===== src/include/aabx_defines.svh =====
// Opcode patterns, field positions, flag positions and limits for the exec block.
// Assumes a 16-bit instruction word and an 8-bit status vector from the core.
// Functional notes
// [RULE_01] The add-with-carry opcode adds the accumulator, the file register and the carry flag and sends the sum to the chosen destination.
// [RULE_02] The add-with-carry opcode updates the negative, overflow, carry, digit-carry and zero flags from its result.
// [RULE_03] A destination bit of 0 sends a byte result to the accumulator, and 1 writes it back to the file register.
// [RULE_04] An access bit of 0 addresses the access bank, and 1 takes the bank from the bank select register.
// [RULE_05] With the extended set on and the access bit 0, a file address of 95 or below is an offset from the index pointer.
// [RULE_06] The AND-with-file opcode ANDs the accumulator with the file register, sends the result to the destination and sets negative and zero.
// [RULE_07] An assembler form without a destination defaults to writing the file register back.
// [RULE_08] Branch on carry is taken only when carry is 1, and it changes no flag.
// [RULE_09] A taken branch loads the incremented program counter plus twice the signed offset.
// [RULE_10] A taken branch lasts two instruction cycles with a no-operation second cycle; an untaken one lasts one.
// [RULE_11] The bit-clear opcode clears the indexed bit of the file register and changes no other bit and no flag.
// [RULE_12] Each instruction cycle is four phases: decode, operand read, process, write.
`ifndef AABX_DEFINES_SVH
`define AABX_DEFINES_SVH
`define AABX_OP_ADDC 6'h08
`define AABX_OP_ANDF 6'h05
`define AABX_OP_ANDL 8'h0B
`define AABX_OP_BRC 8'hE2
`define AABX_OP_BCLR 4'h9
`define AABX_IDX_LIMIT 8'h5F
`define AABX_ACC_SPLIT 8'h60
`define AABX_ACC_HI_BANK 4'hF
`define AABX_FLG_C 0
`define AABX_FLG_DC 1
`define AABX_FLG_Z 2
`define AABX_FLG_OV 3
`define AABX_FLG_N 4
`define AABX_BIT_D 9
`define AABX_BIT_A 8
`endif


===== src/include/aabx_pkg.sv =====
// Types shared by the exec block.
// Assumes the defines header is compiled alongside.
package aabx_pkg;
   typedef enum logic [3:0] {
      PH_DECODE = 4'b0001,
      PH_READ = 4'b0010,
      PH_PROC = 4'b0100,
      PH_WRITE = 4'b1000
   } aabx_phase_t;
   typedef enum logic [4:0] {
      OP_NONE = 5'b00001,
      OP_ADDC = 5'b00010,
      OP_ANDF = 5'b00100,
      OP_ANDL = 5'b01000,
      OP_BRC = 5'b10000
   } aabx_op_t;
endpackage


===== src/design/aabx_addr_gen.sv =====
// File address generator for byte and bit operands.
// Assumes bank select and index pointer are stable through a cycle.
`timescale 1ns/1ps
`include "aabx_defines.svh"
module aabx_addr_gen (
   // Operand fields
   input wire logic [7:0] file_addr,
   input wire logic access_bit,
   // Core state
   input wire logic ext_set_en,
   input wire logic [3:0] bank_select_reg,
   input wire logic [11:0] index_ptr,
   // Result
   output logic [11:0] data_addr
);
   always_comb begin
      if (access_bit) begin
         data_addr = {bank_select_reg, file_addr}; // [RULE_04]
      end else if (ext_set_en && file_addr <= `AABX_IDX_LIMIT) begin
         data_addr = index_ptr + {4'h0, file_addr}; // [RULE_05]
      end else if (file_addr < `AABX_ACC_SPLIT) begin
         data_addr = {4'h0, file_addr}; // [RULE_04]
      end else begin
         data_addr = {`AABX_ACC_HI_BANK, file_addr};
      end
   end
endmodule


===== src/design/aabx_exec.sv =====
// Executes add-with-carry, AND, branch-on-carry and bit-clear opcodes.
// Assumes the core presents the opcode at decode and returns file data in the read phase.
`timescale 1ns/1ps
`include "aabx_defines.svh"
module aabx_exec (
   // Clock and control
   input wire logic clk_sys,
   input wire logic reset,
   input wire logic clk_en,
   // Instruction and core state
   input wire logic [15:0] instr,
   input wire logic ext_set_en,
   input wire logic [3:0] bank_select_reg,
   input wire logic [11:0] index_ptr,
   input wire logic [20:0] pc_in,
   input wire logic [7:0] acc_in,
   input wire logic [7:0] status_in,
   input wire logic [7:0] file_rdata,
   // Outputs to core
   output logic [11:0] file_addr_q,
   output logic file_we_q,
   output logic [7:0] file_wdata_q,
   output logic acc_we_q,
   output logic [7:0] acc_wdata_q,
   output logic status_we_q,
   output logic [7:0] status_wdata_q,
   output logic pc_we_q,
   output logic [20:0] pc_wdata_q,
   output logic nop_cycle_q,
   output logic [3:0] phase_q
);
   aabx_pkg::aabx_phase_t ph_q, ph_d;
   aabx_pkg::aabx_op_t op_q, op_d;
   logic [15:0] ir_q, ir_d;
   logic bclr_q, bclr_d;
   logic [7:0] opnd_q, opnd_d;
   logic [7:0] res_q, res_d;
   logic [7:0] st_q, st_d;
   logic take_q, take_d;
   logic nop_q, nop_d;
   logic [11:0] addr_q;
   logic [11:0] addr_w;
   logic f_we_d, a_we_d, s_we_d, p_we_d;
   logic [7:0] f_wd_d, a_wd_d, s_wd_d;
   logic [20:0] p_wd_d;
   logic [8:0] sum9;
   logic [4:0] low5;
   logic [7:0] cl_mask;

   // Flags from an 8-bit result
   function automatic logic [7:0] nz_flags(input logic [7:0] st, input logic [7:0] r);
      logic [7:0] s;
      s = st;
      s[`AABX_FLG_N] = r[7];
      s[`AABX_FLG_Z] = (r == 8'h00);
      return s;
   endfunction

   // Fed from the next word so the address stands before the read phase
   aabx_addr_gen u_addr (
      .file_addr(ir_d[7:0]),
      .access_bit(ir_d[`AABX_BIT_A]),
      .ext_set_en(ext_set_en),
      .bank_select_reg(bank_select_reg),
      .index_ptr(index_ptr),
      .data_addr(addr_w)
   );

   always_comb begin
      sum9 = {1'b0, acc_in} + {1'b0, opnd_q} + {8'h00, status_in[`AABX_FLG_C]}; // [RULE_01]
      low5 = {1'b0, acc_in[3:0]} + {1'b0, opnd_q[3:0]} + {4'h0, status_in[`AABX_FLG_C]};
      cl_mask = ~(8'h01 << ir_q[11:9]);
   end

   always_comb begin
      ph_d = ph_q;
      op_d = op_q;
      ir_d = ir_q;
      bclr_d = bclr_q;
      opnd_d = opnd_q;
      res_d = res_q;
      st_d = st_q;
      take_d = take_q;
      nop_d = nop_q;
      f_we_d = 1'b0;
      a_we_d = 1'b0;
      s_we_d = 1'b0;
      p_we_d = 1'b0;
      f_wd_d = file_wdata_q;
      a_wd_d = acc_wdata_q;
      s_wd_d = status_wdata_q;
      p_wd_d = pc_wdata_q;
      case (ph_q) // [RULE_12]
         aabx_pkg::PH_DECODE: begin
            ph_d = aabx_pkg::PH_READ;
            ir_d = instr;
            bclr_d = 1'b0;
            op_d = aabx_pkg::OP_NONE;
            if (nop_q) begin
               // Idle cycle after a taken branch; flag holds to its write edge
               nop_d = 1'b1; // [RULE_10]
            end else if (instr[15:10] == `AABX_OP_ADDC) begin
               op_d = aabx_pkg::OP_ADDC;
            end else if (instr[15:10] == `AABX_OP_ANDF) begin
               op_d = aabx_pkg::OP_ANDF;
            end else if (instr[15:8] == `AABX_OP_ANDL) begin
               op_d = aabx_pkg::OP_ANDL;
            end else if (instr[15:8] == `AABX_OP_BRC) begin
               op_d = aabx_pkg::OP_BRC;
            end else if (instr[15:12] == `AABX_OP_BCLR) begin
               bclr_d = 1'b1;
            end
         end
         aabx_pkg::PH_READ: begin
            ph_d = aabx_pkg::PH_PROC;
            opnd_d = (op_q == aabx_pkg::OP_ANDL) ? ir_q[7:0] : file_rdata;
         end
         aabx_pkg::PH_PROC: begin
            ph_d = aabx_pkg::PH_WRITE;
            st_d = status_in;
            take_d = 1'b0;
            case (op_q)
               aabx_pkg::OP_ADDC: begin
                  res_d = sum9[7:0];
                  st_d = nz_flags(status_in, sum9[7:0]); // [RULE_02]
                  st_d[`AABX_FLG_C] = sum9[8];
                  st_d[`AABX_FLG_DC] = low5[4];
                  st_d[`AABX_FLG_OV] = (acc_in[7] == opnd_q[7]) && (sum9[7] != acc_in[7]);
               end
               aabx_pkg::OP_ANDF, aabx_pkg::OP_ANDL: begin
                  res_d = acc_in & opnd_q; // [RULE_06]
                  st_d = nz_flags(status_in, acc_in & opnd_q);
               end
               aabx_pkg::OP_BRC: begin
                  take_d = status_in[`AABX_FLG_C]; // [RULE_08]
               end
               default: begin
                  res_d = opnd_q & cl_mask; // [RULE_11]
               end
            endcase
         end
         aabx_pkg::PH_WRITE: begin
            ph_d = aabx_pkg::PH_DECODE;
            nop_d = 1'b0;
            case (op_q)
               aabx_pkg::OP_ADDC, aabx_pkg::OP_ANDF: begin
                  // An omitted destination is already a set d bit in the word
                  if (ir_q[`AABX_BIT_D]) begin // [RULE_07]
                     f_we_d = 1'b1; // [RULE_03]
                     f_wd_d = res_q;
                  end else begin
                     a_we_d = 1'b1; // [RULE_03]
                     a_wd_d = res_q;
                  end
                  s_we_d = 1'b1;
                  s_wd_d = st_q;
               end
               aabx_pkg::OP_ANDL: begin
                  a_we_d = 1'b1;
                  a_wd_d = res_q;
                  s_we_d = 1'b1;
                  s_wd_d = st_q;
               end
               aabx_pkg::OP_BRC: begin
                  if (take_q) begin
                     // pc_in is already past this word
                     p_we_d = 1'b1; // [RULE_09]
                     p_wd_d = pc_in + {{12{ir_q[7]}}, ir_q[7:0], 1'b0};
                     nop_d = 1'b1; // [RULE_10]
                  end
               end
               default: begin
                  if (bclr_q) begin
                     f_we_d = 1'b1; // [RULE_11]
                     f_wd_d = res_q;
                  end
               end
            endcase
         end
         default: begin
            ph_d = aabx_pkg::PH_DECODE;
         end
      endcase
   end

   always_ff @(posedge clk_sys) begin
      if (reset) begin
         ph_q <= aabx_pkg::PH_DECODE;
         op_q <= aabx_pkg::OP_NONE;
         ir_q <= 16'h0000;
         bclr_q <= 1'b0;
         opnd_q <= 8'h00;
         res_q <= 8'h00;
         st_q <= 8'h00;
         take_q <= 1'b0;
         nop_q <= 1'b0;
         addr_q <= 12'h000;
         file_we_q <= 1'b0;
         file_wdata_q <= 8'h00;
         acc_we_q <= 1'b0;
         acc_wdata_q <= 8'h00;
         status_we_q <= 1'b0;
         status_wdata_q <= 8'h00;
         pc_we_q <= 1'b0;
         pc_wdata_q <= 21'h00_0000;
      end else if (clk_en) begin
         ph_q <= ph_d;
         op_q <= op_d;
         ir_q <= ir_d;
         bclr_q <= bclr_d;
         opnd_q <= opnd_d;
         res_q <= res_d;
         st_q <= st_d;
         take_q <= take_d;
         nop_q <= nop_d;
         addr_q <= addr_w;
         file_we_q <= f_we_d;
         file_wdata_q <= f_wd_d;
         acc_we_q <= a_we_d;
         acc_wdata_q <= a_wd_d;
         status_we_q <= s_we_d;
         status_wdata_q <= s_wd_d;
         pc_we_q <= p_we_d;
         pc_wdata_q <= p_wd_d;
      end
   end

   assign file_addr_q = addr_q;
   assign nop_cycle_q = nop_q;
   assign phase_q = ph_q;

   a_branch_flags: assert property (@(posedge clk_sys) disable iff (reset) // [RULE_08]
      pc_we_q |-> !status_we_q)
      else $error("Branch wrote status");
   a_branch_nop: assert property (@(posedge clk_sys) disable iff (reset) // [RULE_10]
      (pc_we_q && clk_en) |=> nop_cycle_q)
      else $error("Taken branch without idle cycle");
   a_dest_excl: assert property (@(posedge clk_sys) disable iff (reset) // [RULE_03]
      !(file_we_q && acc_we_q))
      else $error("Both destinations written");
   a_phase_walk: assert property (@(posedge clk_sys) disable iff (reset) // [RULE_12]
      (clk_en && phase_q == 4'b0001) |=> (phase_q == 4'b0010))
      else $error("Decode not followed by read");
   a_write_phase: assert property (@(posedge clk_sys) disable iff (reset) // [RULE_12]
      (file_we_q || acc_we_q || pc_we_q) |-> (phase_q == 4'b0001))
      else $error("Write outside write phase");
   a_and_zero: assert property (@(posedge clk_sys) disable iff (reset) // [RULE_06]
      (acc_we_q && op_q == aabx_pkg::OP_ANDL) |->
      (status_wdata_q[`AABX_FLG_Z] == (acc_wdata_q == 8'h00)))
      else $error("Zero flag mismatch");
   a_bclr_bit: assert property (@(posedge clk_sys) disable iff (reset) // [RULE_11]
      (file_we_q && bclr_q) |-> (file_wdata_q[ir_q[11:9]] == 1'b0))
      else $error("Bit not cleared");
   a_add_neg: assert property (@(posedge clk_sys) disable iff (reset) // [RULE_02]
      (status_we_q && op_q == aabx_pkg::OP_ADDC) |->
      (status_wdata_q[`AABX_FLG_N] == res_q[7]))
      else $error("Negative flag mismatch");

   // Destination routing, banked address, flag and bit-clear checks
   a_add_zero: assert property (@(posedge clk_sys) disable iff (reset) // [RULE_02]
      (status_we_q && op_q == aabx_pkg::OP_ADDC) |->
      (status_wdata_q[`AABX_FLG_Z] == (res_q == 8'h00)))
      else $error("Add zero flag mismatch");
   a_and_neg: assert property (@(posedge clk_sys) disable iff (reset) // [RULE_06]
      (status_we_q && op_q == aabx_pkg::OP_ANDF) |->
      (status_wdata_q[`AABX_FLG_N] == res_q[7]))
      else $error("AND negative flag mismatch");
   a_file_dest: assert property (@(posedge clk_sys) disable iff (reset) // [RULE_03]
      (file_we_q && !bclr_q) |-> ir_q[`AABX_BIT_D])
      else $error("File written with d clear");
   a_acc_dest: assert property (@(posedge clk_sys) disable iff (reset) // [RULE_03]
      (acc_we_q && op_q != aabx_pkg::OP_ANDL) |-> !ir_q[`AABX_BIT_D])
      else $error("Accumulator written with d set");
   a_bank_addr: assert property (@(posedge clk_sys) disable iff (reset) // [RULE_04]
      (phase_q == 4'b0010 && ir_q[`AABX_BIT_A]) |->
      (file_addr_q == {bank_select_reg, ir_q[7:0]}))
      else $error("Banked address mismatch");
   a_bclr_noflag: assert property (@(posedge clk_sys) disable iff (reset) // [RULE_11]
      (file_we_q && bclr_q) |-> !status_we_q)
      else $error("Bit clear wrote status");
   a_bclr_others: assert property (@(posedge clk_sys) disable iff (reset) // [RULE_11]
      (file_we_q && bclr_q) |-> ((file_wdata_q | ~cl_mask) == (opnd_q | ~cl_mask)))
      else $error("Bit clear changed other bits");

   // Branch and cycle checks
   a_brc_noflag: assert property (@(posedge clk_sys) disable iff (reset) // [RULE_08]
      status_we_q |-> (op_q != aabx_pkg::OP_BRC))
      else $error("Branch changed flags");
   a_pc_taken: assert property (@(posedge clk_sys) disable iff (reset) // [RULE_09]
      pc_we_q |-> (op_q == aabx_pkg::OP_BRC && take_q))
      else $error("PC written without taken branch");
   a_nop_untaken: assert property (@(posedge clk_sys) disable iff (reset) // [RULE_10]
      (clk_en && phase_q == 4'b1000 && op_q == aabx_pkg::OP_BRC && !take_q) |=>
      !nop_cycle_q)
      else $error("Untaken branch got idle cycle");
   a_nop_quiet: assert property (@(posedge clk_sys) disable iff (reset) // [RULE_10]
      (clk_en && nop_cycle_q && phase_q == 4'b1000) |=>
      !(file_we_q || acc_we_q || status_we_q || pc_we_q))
      else $error("Idle cycle wrote something");
   a_strobe_pulse: assert property (@(posedge clk_sys) disable iff (reset) // [RULE_12]
      (clk_en && (file_we_q || acc_we_q || status_we_q || pc_we_q)) |=>
      !(file_we_q || acc_we_q || status_we_q || pc_we_q))
      else $error("Write strobe longer than one cycle");
endmodule


===== config.mk =====
export PLATFORM = sky130hd
export DESIGN_NAME = aabx_exec
export DESIGN_NICKNAME = d
export VERILOG_FILES = /design/src/include/aabx_pkg.sv /design/src/design/aabx_addr_gen.sv /design/src/design/aabx_exec.sv
export VERILOG_INCLUDE_DIRS = /design/src /design/src/include
export SDC_FILE = /design/constraint.sdc
export NUM_CORES = 1
export LEC_CHECK = 0
export BUFFER_PORTS_ARGS = -buffer_cell sky130_fd_sc_hd__buf_2
export CORE_MARGIN = 1.5
export CORE_UTILIZATION = 35
export CTS_CLUSTER_SIZE = 40
export DETAILED_ROUTE_END_ITERATION = 10
export PLACE_DENSITY = 0.55
export SLEW_MARGIN = 20
export SYNTH_ARGS = -nofsm -noshare
export SYNTH_HDL_FRONTEND = slang
export SYNTH_HIERARCHICAL = 1
export SYNTH_SLANG_ARGS = --single-unit

===== constraint.sdc =====
create_clock -name clk_sys -period 2.76 [get_ports clk_sys]
set_input_delay 0.276 -clock clk_sys [delete_from_list [all_inputs] [get_ports clk_sys]]
set_output_delay 0.276 -clock clk_sys [all_outputs]
set_load 0.05 [all_outputs]

# [After elaboration in Yosys (flattened, before gate mapping)]
# Cells that the tools add are included.
[word_totals] reg_bits=109 elab_cells=109 out_inout_bits=66 inputBits=81
[op_classes] reduce_logical=20 bitwise=5 muxes=39 n_eq_ne=17 magnitude_cmp=2 shift=1 n_addsub=6
[ops] op="two-way mux 12 bit" n=3
[ops] op="two-way mux 8 bit" n=4
[ops] op="one-hot mux 8 bit (2 select lines)" n=2
[ops] op="two-way mux 5 bit" n=5
[ops] op="one-hot mux 8 bit (3 select lines)" n=1
[ops] op="adder 21 bit" n=1
[ops] op="two-way mux 1 bit" n=18
[ops] op="bitwise AND 8 bit" n=2
[ops] op="zero test 8 bit" n=2
[ops] op="adder 12 x 8 -> 12 bit" n=1
[ops] op="one-hot mux 4 bit (3 select lines)" n=1
[ops] op="one-hot mux 5 bit (2 select lines)" n=1
[ops] op="adder 8 x 8 -> 9 bit" n=1
[ops] op="adder 9 x 1 -> 9 bit" n=1
[ops] op="two-way mux 9 bit" n=1
[ops] op="equality test 4 bit (second input constant)" n=2
[ops] op="equality test 8 x 4 -> 1 bit (second input constant)" n=1
[ops] op="equality test 8 bit (second input constant)" n=1
[ops] op="less-or-equal comparator 8 x 7 -> 1 bit (second input constant)" n=1
[ops] op="less-than comparator 8 x 7 -> 1 bit (second input constant)" n=1
[ops] op="NOT 8 bit" n=1
[ops] op="AND reduction 2 bit" n=4
[ops] op="AND reduction 4 bit" n=2
[ops] op="<< shifter 1 x 3 -> 8 bit (first input constant)" n=1
[ops] op="22 further kinds" n=32

# [Longest topological paths before layout]
[logic_depth] word_depth=7 ltp_mapped=14 ltp_nobuf=14

# [By module]
# Netlist, hierarchy kept.
[modules_own_cells] mod="aabx_exec" area_each_um2=5786.8 cells_each=704 seq_area_each_um2=2182.1 instances=1
[modules_own_cells] mod="aabx_addr_gen" area_each_um2=660.6 cells_each=96 seq_area_each_um2=0.0 instances=1

# [Worst setup path before layout]
# No wires, ideal clock.
[synth_timing] path_type="reg-to-reg" startpoint="reg ph_q[0] (netlist: phase_q[0])" endpoint="reg addr_q[10] (netlist: file_addr_q[10])" path_buffers=1 stages_incl_launch_ff=13 setup_slack_ns=-0.555 required_time_ns=2.632 period_less_slack_ns=3.315 setup_time_ns=0.128 arrival_time_ns=3.187 path_cell_list="dfxtp_1 > nand2_1 > nor2_2 > mux2_2 > ha_1 > buf_6 > a21o_1 > or3_1 > or2_1 > a311oi_2 > nor3_2 > mux2i_1 > nor2_1"
[synth_via] elab_chain_len=6 word_cells_on_any_way=9 cone_classes="add/sub: 1; order compare: 2; eq/ne: 1; mux: 4; reduce/logical: 1"
[synth_rtl] element="start, declared" line="aabx_exec.sv:32" source="aabx_pkg::aabx_phase_t ph_q, ph_d;"
[synth_rtl] element="start signal, assigned" line="aabx_exec.sv:188" source="ph_q <= aabx_pkg::PH_DECODE;"
[synth_rtl] element="start signal, assigned" line="aabx_exec.sv:207" source="ph_q <= ph_d;"
[synth_rtl] element="equality test 4 x 1 -> 1 bit *" line="aabx_exec.sv:93" source="case (ph_q)"
[synth_rtl] element="two-way mux 9 bit *" line="aabx_exec.sv:93"
[synth_rtl] element="named net ir_d[7]" line="aabx_exec.sv:34" source="logic [15:0] ir_q, ir_d;"
[synth_rtl] element="less-than comparator 8 x 7 -> 1 bit (no line) / less-or-equal comparator 8 x 7 -> 1 bit (equally long branches)"
[synth_rtl] element="two-way mux 12 bit / logical AND 1 bit (equally long branches)"
[synth_rtl] element="two-way mux 12 bit *" line="aabx_addr_gen.sv:19" source="end else if (ext_set_en && file_addr <= `AABX_IDX_LIMIT) begin"
[synth_rtl] element="two-way mux 12 bit *" line="aabx_addr_gen.sv:17" source="if (access_bit) begin"
[synth_rtl] element="named net addr_w[10]" line="aabx_exec.sv:42" source="logic [11:0] addr_w;"
[synth_rtl] element="end signal, assigned" line="aabx_exec.sv:216" source="addr_q <= addr_w;"
[synth_rtl] element="end, declared" line="aabx_exec.sv:41" source="logic [11:0] addr_q;"
# The timed path passes the listed nets; every way through them passes the cells marked *.
# A chain may end at the register's enable or synchronous reset.

# [Worst setup path after layout]
[layout_timing] startpoint="reg ph_q[1] (netlist: phase_q[1])" endpoint="reg addr_q[7] (netlist: file_addr_q[7])"
[layout_via] elab_chain_len=6 word_cells_on_any_way=8 cone_classes="add/sub: 1; order compare: 1; eq/ne: 1; mux: 4; reduce/logical: 1"
[layout_rtl] element="equality test 4 x 1 -> 1 bit *" line="aabx_exec.sv:93"
[layout_rtl] element="two-way mux 9 bit *" line="aabx_exec.sv:93"
[layout_rtl] element="named net ir_d[0]" line="aabx_exec.sv:34"
[layout_rtl] element="branches (longest 2 deep; another with adder 12 x 8 -> 12 bit)"
[layout_rtl] element="two-way mux 12 bit *" line="aabx_addr_gen.sv:19"
[layout_rtl] element="two-way mux 12 bit *" line="aabx_addr_gen.sv:17"
[layout_rtl] element="named net addr_w[7]" line="aabx_exec.sv:42"
# Mark *: on every way through the listed nets, which the timed path passes.

==> summary.txt <==
CTS
  • Max clock buf depth: 2
  • Clock sinks: 109
  • Clock latency on the worst-skew pair: 0.37 ns
  • Clk pin slew, worst setup/hold paths: 0.09 ns
  • CTS tree: yes
  • Num CTS Buffers: 9
  • CTS root buf: clkbuf_16
  • CTS H-tree lvls: 3

Synth
  • Post-Syn Instances: 800
  • Number of flops mapped to enable cells by yosys: 0
  • Area of the mapped netlist: 6450 µm²
  • Main flop type after synthesis: dfxtp_1
  • Post-synth ARST share: 0%
  • Synth warnings: 6
  • Post-synthesis sequential area ratio: 33.8%
  • Netlist cell types: 78
  • Flops & latches, synth: 109
  • Avg Inst Size Synth: 8.06 µm²
  • Syn Nets: 920

Global route
  • Overflow after GRT: 0
  • Largest net degree at the start of global routing: 59
  • First-pass GRT wire length: 31.1 mm
  • Number of global-route vias before repair: 5,931
  • Antenna violations before repair: 5
  • Total Routing Usage GR: 20.0%

Cells and area
  • Nets: 1,099
  • Commonest non-fill, non-tap cells in the layout: buf_2, nand2_1, dfxtp_1
  • Layout area overhead: 28.5%
  • Footprint of the multi-input gates: 4170 µm²
  • Commonest non-fill, non-tap cell in the layout: buf_2
  • Finished Cell Area: 8290 µm²
  • Fillers: 1,886
  • Share of layout cells above drive strength 1: 27.5%
  • Reg area: 2190 µm²

Floorplanning
  • Chip height: 139 µm
  • Core box area: 18,000 µm²
  • Starting Density: 35.8%
  • Die W: 139 µm
  • Rows: 49
  • Top-level I/O count: 147
  • DIE AREA: 19,200 µm²

Detailed routing
  • Top Layer Used: met5
  • Drt pass-1 iters: 4
  • Wire length on met3: 944 µm
  • Routed WL: 19.8 mm
  • Drt via density: 5.26
  • Drc violations: 0
  • DRT iter0 DRCs: 330
  • Routed wl met2: 9.13 mm
  • Met1 WL: 9.42 mm
  • Routed WL per cell: 16.3 µm
  • Routed Antenna Nets: 0
  • Via count: 6,392

Place
  • IO buf count: 146
  • DP Area: 7800 µm²
  • GP Congestion: 0.888
  • Dpl ws: -0.141 ns
  • Dpl hpwl: 14.8 mm

Worst setup path
  • Type of origin of the critical path: flop
  • CP arrival: 3.09 ns
  • Critical Path Fanout Max: 8
  • Worst-path cell chain: nor2_4 > nand2_2 > nor2_4 > buf_12 > mux2_4 > ha_4 > buf_6 > a211oi_4 > o21ai_2 > buf_4 > buf_6 > o31ai_4 > xnor2_1 > a21o_1 > mux2i_1 > nor2_1
  • Reg-to-reg slack, setup: -0.09 ns
  • Worst path slowest cell: dfxtp_4
  • WS Path Type: reg2reg
  • Slowest Stage Delay on Critical Path: 0.36 ns
  • Data required, critical path: 3.00 ns
  • Kind of end point of the critical path: flop

Power and ir drop
  • Leak Pwr: 3.64 nW
  • Gate power share: 26.1%
  • Power density over the cells: 497 nW/µm²
  • Internal cell power: 2.76 mW
  • Clk pwr share: 33.9%
  • Switch Pwr: 1.36 mW
  • Switching Share: 33.0%
  • Register share of total power: 40.1%
  • Worst vdd ir: 0.301 mV

STA
  • Rel. slew slack: 31.2%
  • Final setup fails: 4
  • Max-slew violations: 0
  • Final hold vios: 0
  • Fmax: 0.351 GHz
  • Tmin final: 2.85 ns
  • Fin Clk Skew: 0.0135 ns
  • Worst-Margin Slew: 1.03 ns
  • WHS: 0.151 ns
  • Unrepaired setup endpoints after global routing: true
  • Setup ws final: -0.0872 ns
  • Crit share post-route: 103%

Outcome
  • Failing checks: negative setup slack
  • Status: finished with violations

Run
  • MaxCap Viol Count: 0

Hold path
  • HP Class: in2reg
[path summary, 6_finish.rpt]
path,from,endpoint,cells after the start
worst max register to register,phase_q[1]$_SDFFE_PP0P_,file_addr_q[7]$_SDFFE_PP0P_,16
worst min-delay path,pc_in[0],pc_wdata_q[0]$_SDFFE_PP0P_,3
worst min register to register,pc_wdata_q[0]$_SDFFE_PP0P_,pc_wdata_q[0]$_SDFFE_PP0P_,2
worst max-delay path,phase_q[1]$_SDFFE_PP0P_,file_addr_q[7]$_SDFFE_PP0P_,16
[stage by stage]
stage / TNS (ns) / std cells / power [mW] / util (%)
2_1_floorplan: -0.267 / 800 / 2.33 / -
3_3_place_gp: -0.192 / 1190 / 2.68 / 43.3
3_5_place_dp: -0.327 / 1190 / 2.68 / 43.3
4_1_cts: -0.132 / 1209 / 4.12 / 45.5
5_1_grt: -1.12 / 1215 / 4.33 / 46.0
6_report: -0.249 / 1216 / 4.12 / 46.0
[power by group through the flow]
| stage | logic, mW | clock network, mW | registers [mW] |
|---|---|---|---|
| after floorplan | 0.574 | 0 | 1.76 |
| after global placement | 0.994 | 0 | 1.69 |
| after detailed placement | 0.996 | 0 | 1.69 |
| after CTS | 1.03 | 1.44 | 1.65 |
| after global routing | 1.18 | 1.50 | 1.66 |
| final | 1.07 | 1.39 | 1.65 |
[synthesized netlist by cell type (3+ instances only)]
cell type	count	area share (%)
o22ai_1	3	0.29
ha_1	35	6.8
xnor2_1	16	2.2
dfxtp_1	109	34
o21bai_1	3	0.35
o31a_1	3	0.41
buf_2	5	0.39
a21oi_1	69	5.4
and3_1	7	0.68
o211ai_1	7	0.82
nand4_1	7	0.68
or3_1	3	0.29
nand3_1	35	2.7
a311oi_1	14	1.9
clkbuf_1	32	1.9
a21o_1	11	1.3
nor4b_1	4	0.54
mux2i_1	39	6.1
or4_1	5	0.58
a22oi_1	4	0.47
nor2_1	97	5.6
o21ai_0	29	2.3
nor3_1	18	1.4
a31oi_1	9	0.87
inv_1	16	0.93
o21a_1	7	0.82
a211oi_1	6	0.70
nor2b_1	10	0.97
fa_1	4	1.2
nand3b_1	3	0.35
nand2_1	108	6.3
nand2b_1	7	0.68
mux2_2	9	1.6
xor2_1	7	0.95
o311ai_0	3	0.41
o21ai_1	4	0.31
[area by class of cell]
type | count | area share, %
Multi-Input combinational cell | 633 | 50.3
Sequential cell | 109 | 26.5
Timing Repair Buffer | 209 | 15.0
Tap cell | 229 | 3.46
Clock buffer | 9 | 2.72
Clock inverter | 7 | 1.16
Inverter | 17 | 0.770
Antenna cell | 3 | 0.0906
[layer usage]
metal  up-vias  global-route usage [%]
met3        22                    3.56
met4         4                    5.70
met1      2968                    27.2
met5         -                       0
li1       3254                       -
met2       144                    32.8
[critical path, delay by kind of cell, from the launching register on]
kind | cells | cell delay [ns]
adder cells (fa/ha/maj) | 1 | 0.17
AND/OR/NAND/NOR | 4 | 0.35
multiplexers | 2 | 0.44
flip-flops | 1 | 0.36
AO/OA/AOI/OAI | 4 | 0.79
buffers and inverters | 4 | 0.51
XOR/XNOR | 1 | 0.10
[flip-flops by register name (all words and copies together) (netlist names), 4 cells and up]
register	cells
pc_wdata_q	21
file_addr_q	12
ir_q	12
acc_wdata_q	8
file_wdata_q	8
opnd_q	8
res_q	8
st_q	8
status_wdata_q	8
op_q	5
phase_q	4
[cell families after synthesis]
logic type	count (synthesis)	synth area share, %
xor+xnor	23	3.12
simple gates	327	24.0
compound gates	196	19.8
fa+ha+maj	39	8.03
flops	109	33.8
mux	48	7.63
buf+inv	58	3.65
[timing repair]
action | in CTS | in global routing
cloned | 0 | 0
hold endpoints to repair | 0 | 0
endpoints found under the setup margin | 6 | 7
hold buffers | 0 | 0
gates resized for setup | 9 | 9
pin swaps | 9 | 8
setup buffers | 3 | 4
(Power assumes the default switching activity.)
